**src/hdl/irq_wake_pkg.sv**
```systemverilog
package irq_wake_pkg;

	// Register offsets
	localparam logic [7:0] ADDR_WAKE_THR  = 8'h1f;
	localparam logic [7:0] ADDR_SYNC_STAT = 8'h36;
	localparam logic [7:0] ADDR_PIN_CFG   = 8'h37;
	localparam logic [7:0] ADDR_SRC_EN    = 8'h38;
	localparam logic [7:0] ADDR_IRQ_STAT  = 8'h3a;
	localparam logic [7:0] ADDR_IRQ_CLR   = 8'h50;

	// Pin configuration fields
	localparam int CFG_LEVEL_LOW  = 7;
	localparam int CFG_OPEN_DRAIN = 6;
	localparam int CFG_LATCH      = 5;
	localparam int CFG_RD_CLEAR   = 4;
	localparam int CFG_SYNC_LOW   = 3;
	localparam int CFG_SYNC_EN    = 2;

	// Status and enable fields, same layout
	localparam int SYNC_FLAG_BIT = 7;
	localparam int ST_WAKE_X     = 7;
	localparam int ST_WAKE_Y     = 6;
	localparam int ST_WAKE_Z     = 5;
	localparam int ST_OVERFLOW   = 4;
	localparam int ST_GDRIVE     = 2;
	localparam int ST_READY      = 0;

	// Writable bits; reserved bits read zero
	localparam logic [7:0] CFG_WR_MASK = 8'hfc;
	localparam logic [7:0] EN_WR_MASK  = 8'hf5;

	// Reset values
	localparam logic [7:0] RST_THR = 8'h00;
	localparam logic [7:0] RST_CFG = 8'h00;
	localparam logic [7:0] RST_EN  = 8'h00;

	// Wake threshold resolution
	localparam int MG_PER_COUNT = 4;

	// Pulse width in pulse mode
	localparam int PULSE_US          = 50;
	localparam int CLK_KHZ           = 10000;
	localparam int PULSE_CYCLES      = (PULSE_US * CLK_KHZ) / 1000;
	localparam logic [8:0] PULSE_LAST = 9'(PULSE_CYCLES - 1);

	typedef enum logic [0:0] {
		PULSE_IDLE,
		PULSE_HIGH
	} pulse_st_t;

endpackage

```
**src/hdl/irq_pin_wake.sv**
```systemverilog
// Decided for this implementation: the address-and-strobe port.
module irq_pin_wake (
	// Clock and reset
	input  wire logic               ref_clk,
	input  wire logic               rst_n,
	// Register port
	input  wire logic [7:0]         reg_addr,
	input  wire logic [7:0]         reg_wdata,
	input  wire logic               reg_wr,
	input  wire logic               reg_rd,
	output logic      [7:0]         reg_rdata,
	// Event sources
	input  wire logic               frame_sync_pin,
	input  wire logic               sample_ready,
	input  wire logic               buffer_overflow,
	input  wire logic               gyro_drive_ready,
	// Accelerometer samples, in mg
	input  wire logic               accel_valid,
	input  wire logic signed [15:0] accel_x,
	input  wire logic signed [15:0] accel_y,
	input  wire logic signed [15:0] accel_z,
	// Interrupt pin
	output logic                    irq_out,
	output logic                    irq_oe
);

	typedef struct packed {
		logic [7:0]                 thr;
		logic [7:0]                 cfg;
		logic [7:0]                 en;
		logic [7:0]                 status;
		logic                       sync_flag;
		logic                       sync_prev;
		logic                       have_prev;
		logic signed [15:0]         prev_x;
		logic signed [15:0]         prev_y;
		logic signed [15:0]         prev_z;
		irq_wake_pkg::pulse_st_t    pulse;
		logic [8:0]                 pulse_cnt;
		logic                       pin_out;
		logic                       pin_oe;
		logic [7:0]                 rdata;
	} state_t;

	state_t st_ff;
	state_t nxt_st;

	logic [7:0]  status_set;
	logic [7:0]  status_clr;
	logic        sync_level;
	logic        sync_set;
	logic        sync_clr;
	logic        new_event;
	logic        pending;
	logic        active;
	logic        drive_lvl;
	logic [16:0] wake_limit;

	// Size of one axis step between samples
	function automatic logic [16:0] abs_step(input logic signed [15:0] a, input logic signed [15:0] b);
		logic [16:0] d;
		d = {a[15], a} - {b[15], b};
		return d[16] ? (~d + 17'h00001) : d;
	endfunction

	// A read clears a flag at its own address, or anywhere when selected
	function automatic logic read_clears(input logic rd, input logic [7:0] a, input logic [7:0] own, input logic anyrd);
		return rd && (a == own || anyrd);
	endfunction

	// Next state: flags, config, pulse timer, pin and read data
	always_comb begin
		nxt_st = st_ff;
		wake_limit = 17'({9'h000, st_ff.thr} * irq_wake_pkg::MG_PER_COUNT);
		status_set = 8'h00;
		if (accel_valid && st_ff.have_prev) begin
			status_set[irq_wake_pkg::ST_WAKE_X] = abs_step(accel_x, st_ff.prev_x) > wake_limit;
			status_set[irq_wake_pkg::ST_WAKE_Y] = abs_step(accel_y, st_ff.prev_y) > wake_limit;
			status_set[irq_wake_pkg::ST_WAKE_Z] = abs_step(accel_z, st_ff.prev_z) > wake_limit;
		end
		// Wake bits only arm when their enable is set
		status_set = status_set & st_ff.en;
		status_set[irq_wake_pkg::ST_OVERFLOW] = buffer_overflow;
		status_set[irq_wake_pkg::ST_GDRIVE] = gyro_drive_ready;
		status_set[irq_wake_pkg::ST_READY] = sample_ready;
		if (accel_valid) begin
			nxt_st.have_prev = 1'b1;
			nxt_st.prev_x = accel_x;
			nxt_st.prev_y = accel_y;
			nxt_st.prev_z = accel_z;
		end
		// Frame-sync edge into the active level
		sync_level = frame_sync_pin ^ st_ff.cfg[irq_wake_pkg::CFG_SYNC_LOW];
		nxt_st.sync_prev = sync_level;
		sync_set = st_ff.cfg[irq_wake_pkg::CFG_SYNC_EN] && sync_level && !st_ff.sync_prev;
		// Read clears; any read clears when selected
		status_clr = 8'h00;
		if (read_clears(reg_rd, reg_addr, irq_wake_pkg::ADDR_IRQ_STAT, st_ff.cfg[irq_wake_pkg::CFG_RD_CLEAR])) begin
			status_clr = 8'hff;
		end
		if (reg_wr && reg_addr == irq_wake_pkg::ADDR_IRQ_CLR) begin
			status_clr = status_clr | reg_wdata;
		end
		sync_clr = read_clears(reg_rd, reg_addr, irq_wake_pkg::ADDR_SYNC_STAT,
			st_ff.cfg[irq_wake_pkg::CFG_RD_CLEAR]);
		// Set wins over a clear in the same cycle
		nxt_st.status = (st_ff.status & ~status_clr) | status_set;
		nxt_st.sync_flag = (st_ff.sync_flag & !sync_clr) | sync_set;
		// Register writes
		if (reg_wr) begin
			case (reg_addr)
				irq_wake_pkg::ADDR_WAKE_THR: nxt_st.thr = reg_wdata;
				irq_wake_pkg::ADDR_PIN_CFG:  nxt_st.cfg = reg_wdata & irq_wake_pkg::CFG_WR_MASK;
				irq_wake_pkg::ADDR_SRC_EN:   nxt_st.en = reg_wdata & irq_wake_pkg::EN_WR_MASK;
				default: ;
			endcase
		end
		// Combine enabled sources onto one line
		new_event = |(status_set & st_ff.en) || sync_set;
		pending = |(st_ff.status & st_ff.en) || st_ff.sync_flag;
		// Pulse timer; a retrigger mid-pulse does not stretch it
		case (st_ff.pulse)
			irq_wake_pkg::PULSE_IDLE: begin
				if (new_event && !st_ff.cfg[irq_wake_pkg::CFG_LATCH]) begin
					nxt_st.pulse = irq_wake_pkg::PULSE_HIGH;
					nxt_st.pulse_cnt = 9'h000;
				end
			end
			irq_wake_pkg::PULSE_HIGH: begin
				nxt_st.pulse_cnt = st_ff.pulse_cnt + 9'h001;
				if (st_ff.pulse_cnt == irq_wake_pkg::PULSE_LAST) begin
					nxt_st.pulse = irq_wake_pkg::PULSE_IDLE;
					nxt_st.pulse_cnt = 9'h000;
				end
			end
			default: nxt_st.pulse = irq_wake_pkg::PULSE_IDLE;
		endcase
		active = st_ff.cfg[irq_wake_pkg::CFG_LATCH] ? pending : (st_ff.pulse == irq_wake_pkg::PULSE_HIGH);
		// Polarity then drive type
		drive_lvl = active ^ st_ff.cfg[irq_wake_pkg::CFG_LEVEL_LOW];
		if (st_ff.cfg[irq_wake_pkg::CFG_OPEN_DRAIN]) begin
			nxt_st.pin_out = 1'b0;
			nxt_st.pin_oe = !drive_lvl;
		end else begin
			nxt_st.pin_out = drive_lvl;
			nxt_st.pin_oe = 1'b1;
		end
		// Read data valid for one cycle only, pre-clear values
		nxt_st.rdata = 8'h00;
		if (reg_rd) begin
			case (reg_addr)
				irq_wake_pkg::ADDR_WAKE_THR:  nxt_st.rdata = st_ff.thr;
				irq_wake_pkg::ADDR_SYNC_STAT: nxt_st.rdata = {st_ff.sync_flag, 7'h00};
				irq_wake_pkg::ADDR_PIN_CFG:   nxt_st.rdata = st_ff.cfg;
				irq_wake_pkg::ADDR_SRC_EN:    nxt_st.rdata = st_ff.en;
				irq_wake_pkg::ADDR_IRQ_STAT:  nxt_st.rdata = st_ff.status;
				default:                      nxt_st.rdata = 8'h00;
			endcase
		end
	end

	// State register; pin is released during reset and driven from the first clock after it
	always_ff @(posedge ref_clk or negedge rst_n) begin
		if (!rst_n) begin
			st_ff <= '{
				thr:       irq_wake_pkg::RST_THR,
				cfg:       irq_wake_pkg::RST_CFG,
				en:        irq_wake_pkg::RST_EN,
				status:    8'h00,
				sync_flag: 1'b0,
				sync_prev: 1'b0,
				have_prev: 1'b0,
				prev_x:    16'sh0000,
				prev_y:    16'sh0000,
				prev_z:    16'sh0000,
				pulse:     irq_wake_pkg::PULSE_IDLE,
				pulse_cnt: 9'h000,
				pin_out:   1'b0,
				pin_oe:    1'b0,
				rdata:     8'h00
			};
		end else begin
			st_ff <= nxt_st;
		end
	end

	// Outputs straight from flip-flops
	assign reg_rdata = st_ff.rdata;
	assign irq_out = st_ff.pin_out;
	assign irq_oe = st_ff.pin_oe;
endmodule

```
**config.mk**
```make
export PLATFORM = sky130hd
export DESIGN_NAME = irq_pin_wake
export DESIGN_NICKNAME = d
export VERILOG_FILES = /design/src/hdl/irq_wake_pkg.sv /design/src/hdl/irq_pin_wake.sv
export SDC_FILE = /design/constraint.sdc
export NUM_CORES = 1
export LEC_CHECK = 0
export ABC_AREA = 1
export BUFFER_PORTS_ARGS = -buffer_cell sky130_fd_sc_hd__buf_4
export CORE_MARGIN = 1.5
export CORE_UTILIZATION = 66
export CTS_CLUSTER_SIZE = 24
export DETAILED_ROUTE_END_ITERATION = 16
export PLACE_DENSITY = 0.86
export SYNTH_ARGS = -nofsm -noshare
export SYNTH_HDL_FRONTEND = slang
export SYNTH_SLANG_ARGS = --single-unit
export TNS_END_PERCENT = 5
```
**constraint.sdc**
```tcl
create_clock -name ref_clk -period 10.75 [get_ports ref_clk]
set_input_delay 2.15 -clock ref_clk [delete_from_list [all_inputs] [get_ports ref_clk]]
set_output_delay 2.15 -clock ref_clk [all_outputs]
set_load 0.005 [all_outputs]
```
Word-level counts from Yosys, hierarchy flattened
Cells that the tools add are included.
{"block": "totals", "output_inout_bits": 10, "in_bits": 73, "wordCells": 81, "regBits": 99}
{"block": "classes", "reduce_logical": 20, "addsub": 7, "mux": 13, "magnitude_cmp": 3, "n_eq_ne": 8, "n_bitwise": 15}
{"op": "$add A17 B1 Y17 const B", "count": 3}
{"op": "$gt A17 B10 Y1", "count": 3}
{"op": "$mux W17", "count": 3}
{"op": "$not A17 Y17", "count": 3}
{"op": "$sub A16 B16 Y17", "count": 3}
{"op": "$pmux W8 S5", "count": 1}
{"op": "$and A8 B8 Y8", "count": 4}
{"op": "$eq A8 B6 Y1 const B", "count": 4}
{"op": "$mux W8", "count": 3}
{"op": "$mux W10", "count": 2}
{"op": "$pmux W10 S2", "count": 1}
{"op": "$or A8 B8 Y8", "count": 2}
{"op": "$reduce_or A8 Y1", "count": 2}
{"op": "$add A9 B1 Y9 const B", "count": 1}
{"op": "$eq A9 B9 Y1 const B", "count": 1}
{"op": "$eq A8 B5 Y1 const B", "count": 1}
{"op": "$eq A8 B7 Y1 const B", "count": 1}
{"op": "$not A8 Y8", "count": 1}
{"op": "$logic_and A1 B1 Y1", "count": 7}
{"op": "$reduce_and A2 Y1", "count": 3}
{"op": "$logic_not A1 Y1", "count": 4}
{"op": "$logic_or A1 B1 Y1", "count": 4}
{"op": "$mux W3", "count": 1}
{"op": "$mux W2", "count": 1}
{"op": "6 further kinds", "count": 7}

Depth between registers and ports, before layout
Gate-level depths: netlist (run 1).
{"block": "depth", "ltp_word": 13, "depth_mapped": 35, "depth_no_buf": 34}

Least setup slack after synthesis (run 1)
Ideal clock, no wire load.
{"block": "synth_path", "kind": "input port to flip-flop", "start": "input accel_y[0]", "end": "register st_ff[14] (netlist bit)", "setup_slack_ps": 5126, "t_required_ps": 10684, "stages": 29, "setup_time_ps": 66, "arrival_ps": 5558, "path_buffers": 1, "path_cell_list": "inv_1 -> ha_1 -> fa_1 -> inv_1 -> nand2_1 -> nand2_1 -> nand3_1 -> nand2_1 -> nand3_1 -> nand2_1 -> nand2_1 -> nand2_2 -> buf_2 -> inv_1 -> or2_2 -> xor2_1 -> inv_1 -> ha_1 -> inv_1 -> nor4_1 -> o211ai_1 -> nand2_1 -> a21boi_0 -> nand3_1 -> nand2_1 -> nand3_2 -> nand2_4 -> nand3_1 -> nand2_1"}
{"block": "synth_between", "elab_chain_cells": 12}
{"item": "from (decl)", "line_no": "irq_pin_wake.sv:20", "text": "input wire logic signed [15:0] accel_y,"}
{"item": "$sub A16 B16 Y17 (*)", "line_no": "irq_pin_wake.sv:62", "text": "d = {a[15], a} - {b[15], b};"}
{"item": "$not A17 Y17", "line_no": "irq_pin_wake.sv:63", "text": "return d[16] ? (~d + 17'h00001) : d;"}
{"item": "$add A17 B1 Y17", "line_no": "irq_pin_wake.sv:63"}
{"item": "$mux W17 (*)", "line_no": "irq_pin_wake.sv:63"}
{"item": "$gt A17 B10 Y1 (*)", "line_no": "irq_pin_wake.sv:78", "text": "status_set[irq_wake_pkg::ST_WAKE_Y] = abs_step(accel_y, st_ff.prev_y) > wake_limit;"}
{"item": "$mux W3 (*)", "line_no": "irq_pin_wake.sv:76", "text": "if (accel_valid && st_ff.have_prev) begin"}
{"item": "$and A8 B8 Y8 (*)", "line_no": "irq_pin_wake.sv:82", "text": "status_set = status_set & st_ff.en;"}
{"item": "$and A8 B8 Y8 (*)", "line_no": "irq_pin_wake.sv:119", "text": "new_event = |(status_set & st_ff.en) || sync_set;"}
{"item": "$reduce_or A8 Y1 (*)", "line_no": "irq_pin_wake.sv:119"}
{"item": "$logic_or A1 B1 Y1 (*)", "line_no": "irq_pin_wake.sv:119"}
{"item": "$logic_and A1 B1 Y1 (*)", "line_no": "irq_pin_wake.sv:124", "text": "if (new_event && !st_ff.cfg[irq_wake_pkg::CFG_LATCH]) begin"}
{"item": "$ne A2 B2 Y1 (no source line) (*)"}
{"item": "to (signal assigned)", "line_no": "irq_pin_wake.sv:165", "text": "st_ff <= '{"}
{"item": "to (signal assigned)", "line_no": "irq_pin_wake.sv:183", "text": "st_ff <= nxt_st;"}
{"item": "to (decl)", "line_no": "irq_pin_wake.sv:45", "text": "state_t st_ff;"}
Every way passes the cells marked *; elsewhere a longest branch is shown, timed or not.
A chain may end at the register's enable or synchronous reset.

Final worst setup path (run 1)
Ends and elaborated chain as after synthesis.

==> results of run 1 <==
## per-layer routing
metal / GRT usage [%] / wire, microns / vias up
met5: 0 / 0 / -
met4: 8.97 / 437 / 0
met3: 3.81 / 931 / 42
met2: 53.8 / 10200 / 226
met1: 38.2 / 9460 / 4091
li1: - / - / 4739
## cell type report
class | instances | area (sq um)
Tap cell | 180 | 225
Multi-Input combinational cell | 1065 | 5610
Inverter | 269 | 1010
Timing Repair Buffer | 83 | 623
Clock inverter | 7 | 91.3
Fill cell | 1186 | 3510
Sequential cell | 99 | 2480
Clock buffer | 9 | 225
## state kept, by name, summed over array words and instances, names as in the netlist
register and flops:
st_ff 89, reg_rdata 8, irq_oe 1, irq_out 1
## worst max path at each step
stage	slack (ns)	start	cells past startpoint	endpoint
detailed placement	4.60	accel_y[0]	29	st_ff[11]
global placement	4.79	accel_y[0]	29	st_ff[18]
CTS	4.97	accel_y[0]	29	st_ff[11]
floorplan	5.13	accel_y[0]	29	st_ff[14]
global route	4.43	accel_x[0]	30	st_ff[14]
finish	4.96	accel_y[0]	29	st_ff[14]
## critical path: cells and delay by family
family                     cells  cell delay (ns)
xor gates and xnor gates       1             0.14
AOI/OAI and AO/OA              2             0.31
buffers and inverters          6             0.46
adders and majority gates      3             0.88
and+or+nand+nor               17             2.13
## cell usage after synthesis, drive strengths merged, types with 3 or more instances
cell type / count
nand2: 476
inv: 269
nand3: 125
nor2: 108
dfrtp: 99
o21ai: 98
ha: 76
a21oi: 55
xor2: 27
nand4: 16
nor3: 15
buf: 14
nand3b: 14
clkbuf: 13
xnor2: 9
and2: 6
o21bai: 6
a221oi: 5
or2: 5
fa: 3
nor4: 3
o2111ai: 3
o22ai: 3
## per-stage QoR
stage               power, mW  worst slack, ns
floorplan               0.993             5.13
global placement         1.12             4.79
detailed placement       1.15             4.60
CTS                      1.50             4.97
global route             1.64             4.43
finish                   1.50             4.96
## report_power, final
part	total (mW)	switching [mW]	internal [mW]
clock	0.345	0.176	0.169
sequential	0.444	0.0300	0.414
combinational	0.712	0.441	0.271
## logic make-up after synthesis
| group | count (synthesis) |
|---|---|
| AOI/OAI and AO/OA | 182 |
| xor gates and xnor gates | 36 |
| adders and majority gates | 79 |
| and+or+nand+nor | 768 |
| buffers and inverters | 296 |
| DFF | 99 |
==> summary.txt, run 1 <==
FF-to-FF Start: st_ff[36]
reg2reg setup slack: 6.47 ns
setup violators final: 0
CP max stage delay: 0.40 ns
Synth Cell Area: 9250 sq um
sequential area share after synthesis: 26.8%
hold path start: st_ff[68]
max cap viols: 0
Slew Limit Fails: 0
skew final: 0.00871 ns
Finished Cell Area: 10,300 sq um
PostCTS Resize Cnt: 0
Setup TNS Final: 0 ns
VDD IR-drop max: 86.1 uV
crit path max-delay cell type: fa_1
top post-synthesis cells by area: dfrtp_1, nand2_1, inv_1
die area: 14,700 sq um
Final Net Count: 1,679
Critical Path AT: 6.10 ns
Final Cycle Share: 53.9%
worst-margin pin slew: 1.22 ns
First DRT Iteration DRCs: 593
fmax: 173 MHz
Routed Antenna Nets: 0
Core ar.: 13,800 sq um
CP endpoint kind: flip-flop
CTS Sinks: 99
most frequent cells in the layout: nand2_1, inv_1, nand3_1, nor2_1, dfrtp_1
Clk Latency, worst-skew pair: 0.37 ns
DP Area: 9940 sq um
Initial Utilization: 67.2%
Synth Area in Adders: 10.9%
Clock Path Buffers: 2
GR Overflow Total: 0
final WL: 21.1 mm
hold crit path type: flip-flop to flip-flop
Synth Flop Type: dfrtp_1
Root Buffer: clkbuf_16
routed vias/inst: 5.31
ys async rst share: 100%
Synth cell types: 46
CP Class: primary input to flip-flop
WP data required: 11.06 ns
top-area cell type share of the netlist area: 26.8%
Post-Syn Nets: 1,612
area grow syn2layout: 10.9%
CTS tree: done
Syn Area/Cell: 6.34 sq um
Hold EP: st_ff[68]
Min-Delay Path Depth: 1
PwrDens: 146 nW/um^2
Finished Layout Cells: 1,712
simple logic cell fraction of the synthesized area: 35.3%
headroom to the max-slew limit: 17.9%
post-DP HPWL: 16.6 mm
mux share of post-synthesis cell area: 0%
DR pass1 iterations: 5
DR vias: 9,098
status: complete, no violations
Antenna Cells: 0
main combinational cell family by area after synthesis: simple AND/OR/NAND/NOR gates
first-pass GRT wire length: 36.6 mm
commonest non-fill, non-tap cell in the layout: nand2_1
average wire per standard cell: 12.3 microns
num rows: 43
Cells after Synth: 1,460
htree depth: 3
Post-synth EDFFs: 0
Hold-fix buffers, CTS: 0
placed insts: 1,696
vias in the first global route: 8,542
post-CTS setup buffer count: 0
drt drc: 0
most area-hungry cell type in the Yosys netlist: dfrtp_1
unrepaired setup endpoints after global routing: no
Lkg Pwr: 5.74 nW
CP Launch Type: primary input
largest net degree at the start of global routing: 94
Die Ht: 121 microns
Die W: 121 microns
Tmin final: 5.79 ns
R2R cell count: 27
Post-Synth XOR/XNOR Area: 3.49%
CP max FO: 18
number of synthesized register bits: 99
overall routing resource usage: 30.2%
RePlAce Congestion: 0.917
Top Ports: 83
clk slew on worst S/H paths: 0.08 ns
fin util: 74.5%
antenna violations before repair: 0
Synth Area in Compound Gates: 10.8%
WHS: 0.500 ns
reg2reg end: st_ff[14]
Port Buffers: 82
cell mode on critical path: nand2_1
layout cell share with drive strength beyond 1: 8.75%
final hold vios: 0
CTS Buf Count: 9
Synth Warn #: 0
No activity file was read; power rests on OpenSTA's default activity.
==> run 2, diff against run 1 <==
- CORE_UTILIZATION: 66 -> 62
- PLACE_DENSITY: 0.86 -> 0.82
- clock period: 10.75 -> 5.33 ns (I/O delays scaled with it)
==> run 2 against run 1 <==
  * Routed wire length down 0.93%
  * Worst setup slack lost 4.1 ns
  * Critical path depth stayed put
  * Clock skew fell by 0.0011 ns
  * Sequential cell count unchanged
  * Total power increased by 100%
  * Largest power group unchanged
  * Worst hold slack got worse by 0.016 ns
  * Global-route usage down 2.4 points
  * Non-clock buffer count rose by 1
  * Cell area grew 0.12%
  * Critical endpoint is now st_ff[12]
  * Via count hardly changed
  * Core utilization shrank 3.8 points
  * Largest cell class unchanged
==> summary.txt, run 2 (synthesis gave the netlist of run 1 again) <==
Top Ports: 83 (unchanged)
largest net degree at the start of global routing: 94 (unchanged)
overall routing resource usage: 27.9% (-2.4 points)
Clk Latency, worst-skew pair: 0.37 ns (about the same)
VDD IR-drop max: 174 uV (+100%)
PwrDens: 295 nW/um^2 (+100%)
max reg flops: 89 (unchanged)
vias in the first global route: 8,567 (+0.29%)
most frequent cells in the layout: nand2_1, inv_1, nand3_1, nor2_1, dfrtp_1
final hold vios: 0 (unchanged)
commonest non-fill, non-tap cell in the layout: nand2_1
DR vias: 9,095 (-0.033%)
Final Cycle Share: 84.6%
num rows: 44 (+2.3%)
Critical Path AT: 4.83 ns (-1.27 ns)
cell mode on critical path: nand2_1
Final Net Count: 1,680 (+0.060%)
layout cell share with drive strength beyond 1: 8.81% (+0.060 points)
Setup TNS Final: 0 ns (unchanged)
CTS tree: done
CP max stage delay: 0.39 ns (about the same)
CP Class: primary input to flip-flop
Total Power: 3.03 mW (+100%)
drt drc: 0 (unchanged)
Fill cells: 1,321 (+11%)
die area: 15,700 sq um (+6.3%)
setup violators final: 0 (unchanged)
Tmin final: 4.51 ns
FF/Latch Area: 2480 sq um (unchanged)
Clock Path Buffers: 2 (unchanged)
skew final: 0.00759 ns (-0.00111 ns)
DR pass1 iterations: 5 (unchanged)
CTS Sinks: 99 (unchanged)
unrepaired setup endpoints after global routing: no
Port Buffers: 82 (unchanged)
Hold-fix buffers, CTS: 0 (unchanged)
final WL: 20.9 mm (-0.93%)
RePlAce Congestion: 0.928 (+1.2%)
CTS Buf Count: 9 (unchanged)
Multi-input gate area: 5610 sq um (unchanged)
GR Overflow Total: 0 (unchanged)
PostCTS Resize Cnt: 0 (unchanged)
status: complete, no violations
Finished Cell Area: 10,300 sq um (+0.12%)
fmax: 222 MHz
routed vias/inst: 5.30 (-0.32%)
max cap viols: 0 (unchanged)
htree depth: 3 (unchanged)
post-DP HPWL: 16.3 mm (-1.7%)
Die W: 125 microns (+3.1%)
worst-margin pin slew: 1.12 ns (-0.100 ns)
Slew Limit Fails: 0 (unchanged)
First DRT Iteration DRCs: 634 (+6.9%)
area grow syn2layout: 11.0%
first-pass GRT wire length: 37.2 mm (+1.5%)
CP endpoint kind: flip-flop
Root Buffer: clkbuf_16
WHS: 0.484 ns (-0.0155 ns)
CP Launch Type: primary input
Die Ht: 125 microns (+3.1%)
crit path max-delay cell type: fa_1
post-CTS setup buffer count: 0 (unchanged)
WP data required: 5.64 ns (-5.42 ns)
hold crit path type: flip-flop to flip-flop
average wire per standard cell: 12.2 microns (-1.2%)
CP max FO: 15 (-3)
Largest Register: st_ff
DP Area: 9960 sq um (+0.13%)
Initial Utilization: 63.7% (-3.5 points)
Routed Antenna Nets: 0 (unchanged)
Antenna Cells: 0 (unchanged)
antenna violations before repair: 0 (unchanged)
clk slew on worst S/H paths: 0.08 ns (about the same)
Lkg Pwr: 5.74 nW (about the same)
Core ar.: 14,500 sq um (+5.5%)
headroom to the max-slew limit: 24.7% (+6.8 points)
-- run 2: final timing paths --
kind	startpoint	to	slack [ns]	cells past startpoint
worst min register to register	st_ff[68]	st_ff[68]	0.48	1
worst min-delay path	st_ff[68]	st_ff[68]	0.48	1
min in group asynchronous	rst_n	st_ff[47]	0.79	1
worst max-delay path	accel_x[0]	st_ff[12]	0.82	29
max in group asynchronous	rst_n	st_ff[96]	3.56	2
worst max register to register	st_ff[52]	st_ff[12]	1.26	27
-- run 2: metal layers --
layer,part of all wire (%),track usage (%)
met1,47,36.9
met5,0,0
met2,47,48.0
met4,1.9,8.96
met3,4.9,3.00
-- run 2: through the flow --
step / worst slack, ns / cells / utilization (%)
finish: 0.819 / 1717 / 70.7
global route: 0.338 / 1717 / 70.7
CTS: 0.853 / 1717 / 70.7
detailed placement: 0.482 / 1701 / 68.5
global placement: 0.631 / 1701 / 68.5
floorplan: 0.790 / 1460 / -
-- run 2: report_power, final --
part | internal (mW) | switching [mW] | total (mW)
clock network | 0.339 | 0.361 | 0.700
registers | 0.836 | 0.0628 | 0.898
logic | 0.545 | 0.883 | 1.43
-- run 2: final cells by class --
class | count | area share [%]
Clock buffer | 9 | 2.19
Timing Repair Buffer | 84 | 6.14
Sequential cell | 99 | 24.1
Inverter | 269 | 9.85
Tap cell | 184 | 2.24
Clock inverter | 7 | 0.889
Multi-Input combinational cell | 1065 | 54.6
-- run 2: critical path, delay by kind of cell --
kind | cells | cell delay [ns]
compound gates | 4 | 0.57
fa+ha+maj | 3 | 0.92
simple gates | 16 | 1.60
buf+inv | 5 | 0.52
xor+xnor | 1 | 0.14
==> run 3, diff against run 2 <==
- ABC_AREA: 1 -> 0
- CORE_UTILIZATION: 62 -> 61
- PLACE_DENSITY: 0.82 -> 0.81
- clock period: 5.33 -> 4.6 ns (I/O delays scaled with it)
==> run 3 against run 2 <==
  * The run now ends with setup timing left
  * Combinational power up 37%
  * Via count down 3.1%
  * First-iteration DRC count up 29%
  * Clock power up 12%
  * Die area down 3.2%
  * Clock skew up 0.0022 ns
  * Count of clock-buffer cells in the layout unchanged
  * Worst hold slack better by 0.0093 ns
  * Synthesized cell count down 27%
  * Worst setup slack worse by 0.90 ns
  * Routed wire length up 12%
  * Critical path type unchanged
==> summary.txt, run 3 <==
status: finished with violations
failing checks: setup timing
WP data required: 4.87 ns (-0.77 ns)
Port Buffers: 82 (unchanged)
CP Class: primary input to flip-flop
CP endpoint kind: flip-flop
top cells by count, synth: nand2_1, dfrtp_1, o21ai_0
DR vias: 8,816 (-3.1%)
most area-hungry cell type in the Yosys netlist: dfrtp_1
ys async rst share: 100% (unchanged)
skew final: 0.00977 ns (+0.00218 ns)
Finished Cell Area: 11,000 sq um (+6.7%)
setup violators final: 4 (+4)
htree depth: 3 (unchanged)
antenna violations before repair: 0 (unchanged)
largest net degree at the start of global routing: 98 (+4.3%)
Switching Fraction: 40.1% (-3.1 points)
Synth Warn #: 0 (unchanged)
Tmin final: 4.68 ns
layout cell share with drive strength beyond 1: 25.4% (+17 points)
reg2reg setup slack: 0.21 ns (-1.05 ns)
Root Buffer: clkbuf_16
Synth Flop Type: dfrtp_1
First DRT Iteration DRCs: 815 (+29%)
commonest non-fill, non-tap cell in the layout: buf_4
top post-synthesis cells by area: dfrtp_1, ha_1, nand2_1
CTS Sinks: 99 (unchanged)
crit path max-delay cell type: o21ai_0
GR Util met1: 40.2% (+3.3 points)
DR pass1 iterations: 7 (+2)
vias in the first global route: 8,473 (-1.1%)
Core ar.: 14,000 sq um (-3.8%)
placed insts: 1,406 (-17%)
main combinational cell family by area after synthesis: compound AO/OA/AOI/OAI gates
power share of the combinational group: 51.2% (+4.0 points)
worst-margin pin slew: 0.955 ns (-0.160 ns)
Syn Area/Cell: 8.27 sq um (+31%)
Die W: 123 microns (-1.6%)
average wire per standard cell: 16.3 microns (+34%)
CP Launch Type: primary input
Cells after Synth: 1,064 (-27%)
Setup TNS Final: -0.212 ns (-0.212 ns)
final hold vios: 0 (unchanged)
unrepaired setup endpoints after global routing: yes
cell mode on critical path: buf_4
first-pass GRT wire length: 38.6 mm (+3.8%)
routed vias/inst: 6.13 (+16%)
VDD IR-drop max: 201 uV (+15%)
post-DP HPWL: 17.0 mm (+4.4%)
Synth Cell Area: 8800 sq um (-4.9%)
Synth Area in Compound Gates: 24.1% (+13 points)
overall routing resource usage: 31.7% (+3.8 points)
sequential area share after synthesis: 28.2% (+1.4 points)
Routed Antenna Nets: 0 (unchanged)
Internal Power: 2.29 mW (+33%)
simple logic cell fraction of the synthesized area: 20.8% (-15 points)
mux share of post-synthesis cell area: 4.35% (+4.4 points)
Largest Register: st_ff
Synth cell types: 84 (+83%)
final worst slack: -0.0811 ns (-0.900 ns)
Synth Area in Adders: 11.5% (+0.56 points)
final WL: 23.5 mm (+12%)
Post-Synth XOR/XNOR Area: 5.47% (+2.0 points)
CTS Buf Count: 9 (unchanged)
Initial Utilization: 62.9% (-0.75 points)
sequential power share: 28.2% (-1.5 points)
GR Overflow Total: 0 (unchanged)
Critical Path AT: 4.96 ns (+0.13 ns)
CP max stage delay: 0.39 ns (about the same)
Slew Limit Fails: 0 (unchanged)
Lkg Pwr: 5.07 nW (-12%)
most frequent cells in the layout: buf_4, nand2_1, dfrtp_1, inv_1, o21ai_0
drt drc: 0 (unchanged)
Antenna Cells: 0 (unchanged)
number of synthesized register bits: 99 (unchanged)
Clk Latency, worst-skew pair: 0.37 ns (about the same)
RePlAce Congestion: 0.939 (+1.2%)
Die Ht: 123 microns (-1.6%)
met3 Use GR: 3.83% (+0.83 points)
Clock Path Buffers: 2 (unchanged)
max reg flops: 89 (unchanged)
Most Crowded Layer GR: met2
fmax: 214 MHz
die area: 15,200 sq um (-3.2%)
top-area cell type share of the netlist area: 28.2% (+1.4 points)
max cap viols: 0 (unchanged)
PwrDens: 350 nW/um^2 (+19%)
CP max FO: 4 (-11)
Final Net Count: 1,406 (-16%)
critical-path cell list: buf_4 > ha_1 > o211ai_1 > a21oi_2 > o21ai_0 > o221ai_2 > buf_4 > buf_4 > buf_4 > buf_4 > buf_4 > buf_4 > buf_4 > nor4_2 > buf_4 > o21ai_0 > mux2i_1 > o22a_1 > o31ai_4 > a31oi_4 > o31ai_2
Final Cycle Share: 102%
area grow syn2layout: 24.6%
CTS tree: done
GR Util met2: 55.0% (+7.0 points)
Hold-fix buffers, CTS: 0 (unchanged)
Post-synth EDFFs: 0 (unchanged)
Top Ports: 83 (unchanged)
NetSw: 1.54 mW (+18%)
DP Area: 10,400 sq um (+4.6%)
headroom to the max-slew limit: 35.5% (+11 points)
hold crit path type: flip-flop to flip-flop
Post-Syn Nets: 1,216 (-25%)
num rows: 43 (-2.3%)
Finished Layout Cells: 1,439 (-16%)
most common cell in the synthesized netlist: nand2_1
clock power share: 20.5% (-2.6 points)
clk slew on worst S/H paths: 0.08 ns (about the same)
-- run 3: cell count changes after synthesis, moves of 16 or more --
cell     delta
o21ai_0    -18
nand3_1    -95
mux2_2     +26
nand2_1   -348
nor2b_1    +18
nor2_1     -34
xnor2_1    +26
inv_1     -188
o21a_1     +16
-- run 3: worst paths after layout --
kind | startpoint | to | cells past startpoint
max in group asynchronous | rst_n | st_ff[75] | 2
min reg2reg | st_ff[93] | irq_out | 1
min in group asynchronous | rst_n | st_ff[46] | 1
max reg2reg | st_ff[23] | st_ff[18] | 21
min | st_ff[93] | irq_out | 1
max | accel_z[3] | st_ff[18] | 21
-- run 3: power groups by stage --
stage	sequential [mW]	clock [mW]	combinational [mW]
final	1.08	0.787	1.96
after floorplan	1.05	0	1.28
after CTS	1.08	0.797	1.90
after global routing	1.09	0.822	2.17
after detailed placement	1.09	0	1.83
after global placement	1.08	0	1.77
-- run 3: critical path: cells and delay by family --
family / cells / cell delay (ns)
fa+ha+maj: 1 / 0.32
buf+inv: 9 / 1.20
compound gates: 9 / 2.10
mux: 1 / 0.15
simple gates: 1 / 0.27
-- run 3: what timing repair did --
action                                  CTS  global route
pin swaps                                11             8
endpoints found under the setup margin    3            12
endpoints found under the hold margin     0             0
cloned                                    0             0
buffers inserted                         17             0
resized for setup                         7            13
-- run 3: area by class of cell --
type                            count  area [sq um]
Timing Repair Buffer              222          1670
Sequential cell                    99          2480
Clock buffer                        9           225
Tap cell                          180           225
Multi-Input combinational cell    845          6000
Fill cell                         961          3030
Clock inverter                      7          77.6
Inverter                           77           289
-- run 3: logic make-up after synthesis --
family,count (synthesis)
DFF,99
AOI/OAI and AO/OA,314
buffers and inverters,120
adders and majority gates,79
muxes,35
and+or+nand+nor,362
xor gates and xnor gates,55
-- run 3: per-stage QoR --
stage / power [mW] / hold slack [ns] / setup WS, ns / utilization, %
2_1_floorplan: 2.33 / 0.441 / -0.199 / -
3_3_place_gp: 2.86 / 0.473 / -0.217 / 74.5
3_5_place_dp: 2.91 / 0.473 / -0.359 / 74.5
4_1_cts: 3.77 / 0.487 / 0.00461 / 77.8
5_1_grt: 4.09 / 0.508 / -0.216 / 78.4
6_report: 3.83 / 0.493 / -0.0811 / 78.4
-- run 3: layer usage --
metal / up-vias / wire length [microns]
met5: - / 0
met1: 4129 / 9890
met3: 70 / 1330
met2: 352 / 11600
met4: 0 / 651
li1: 4265 / -
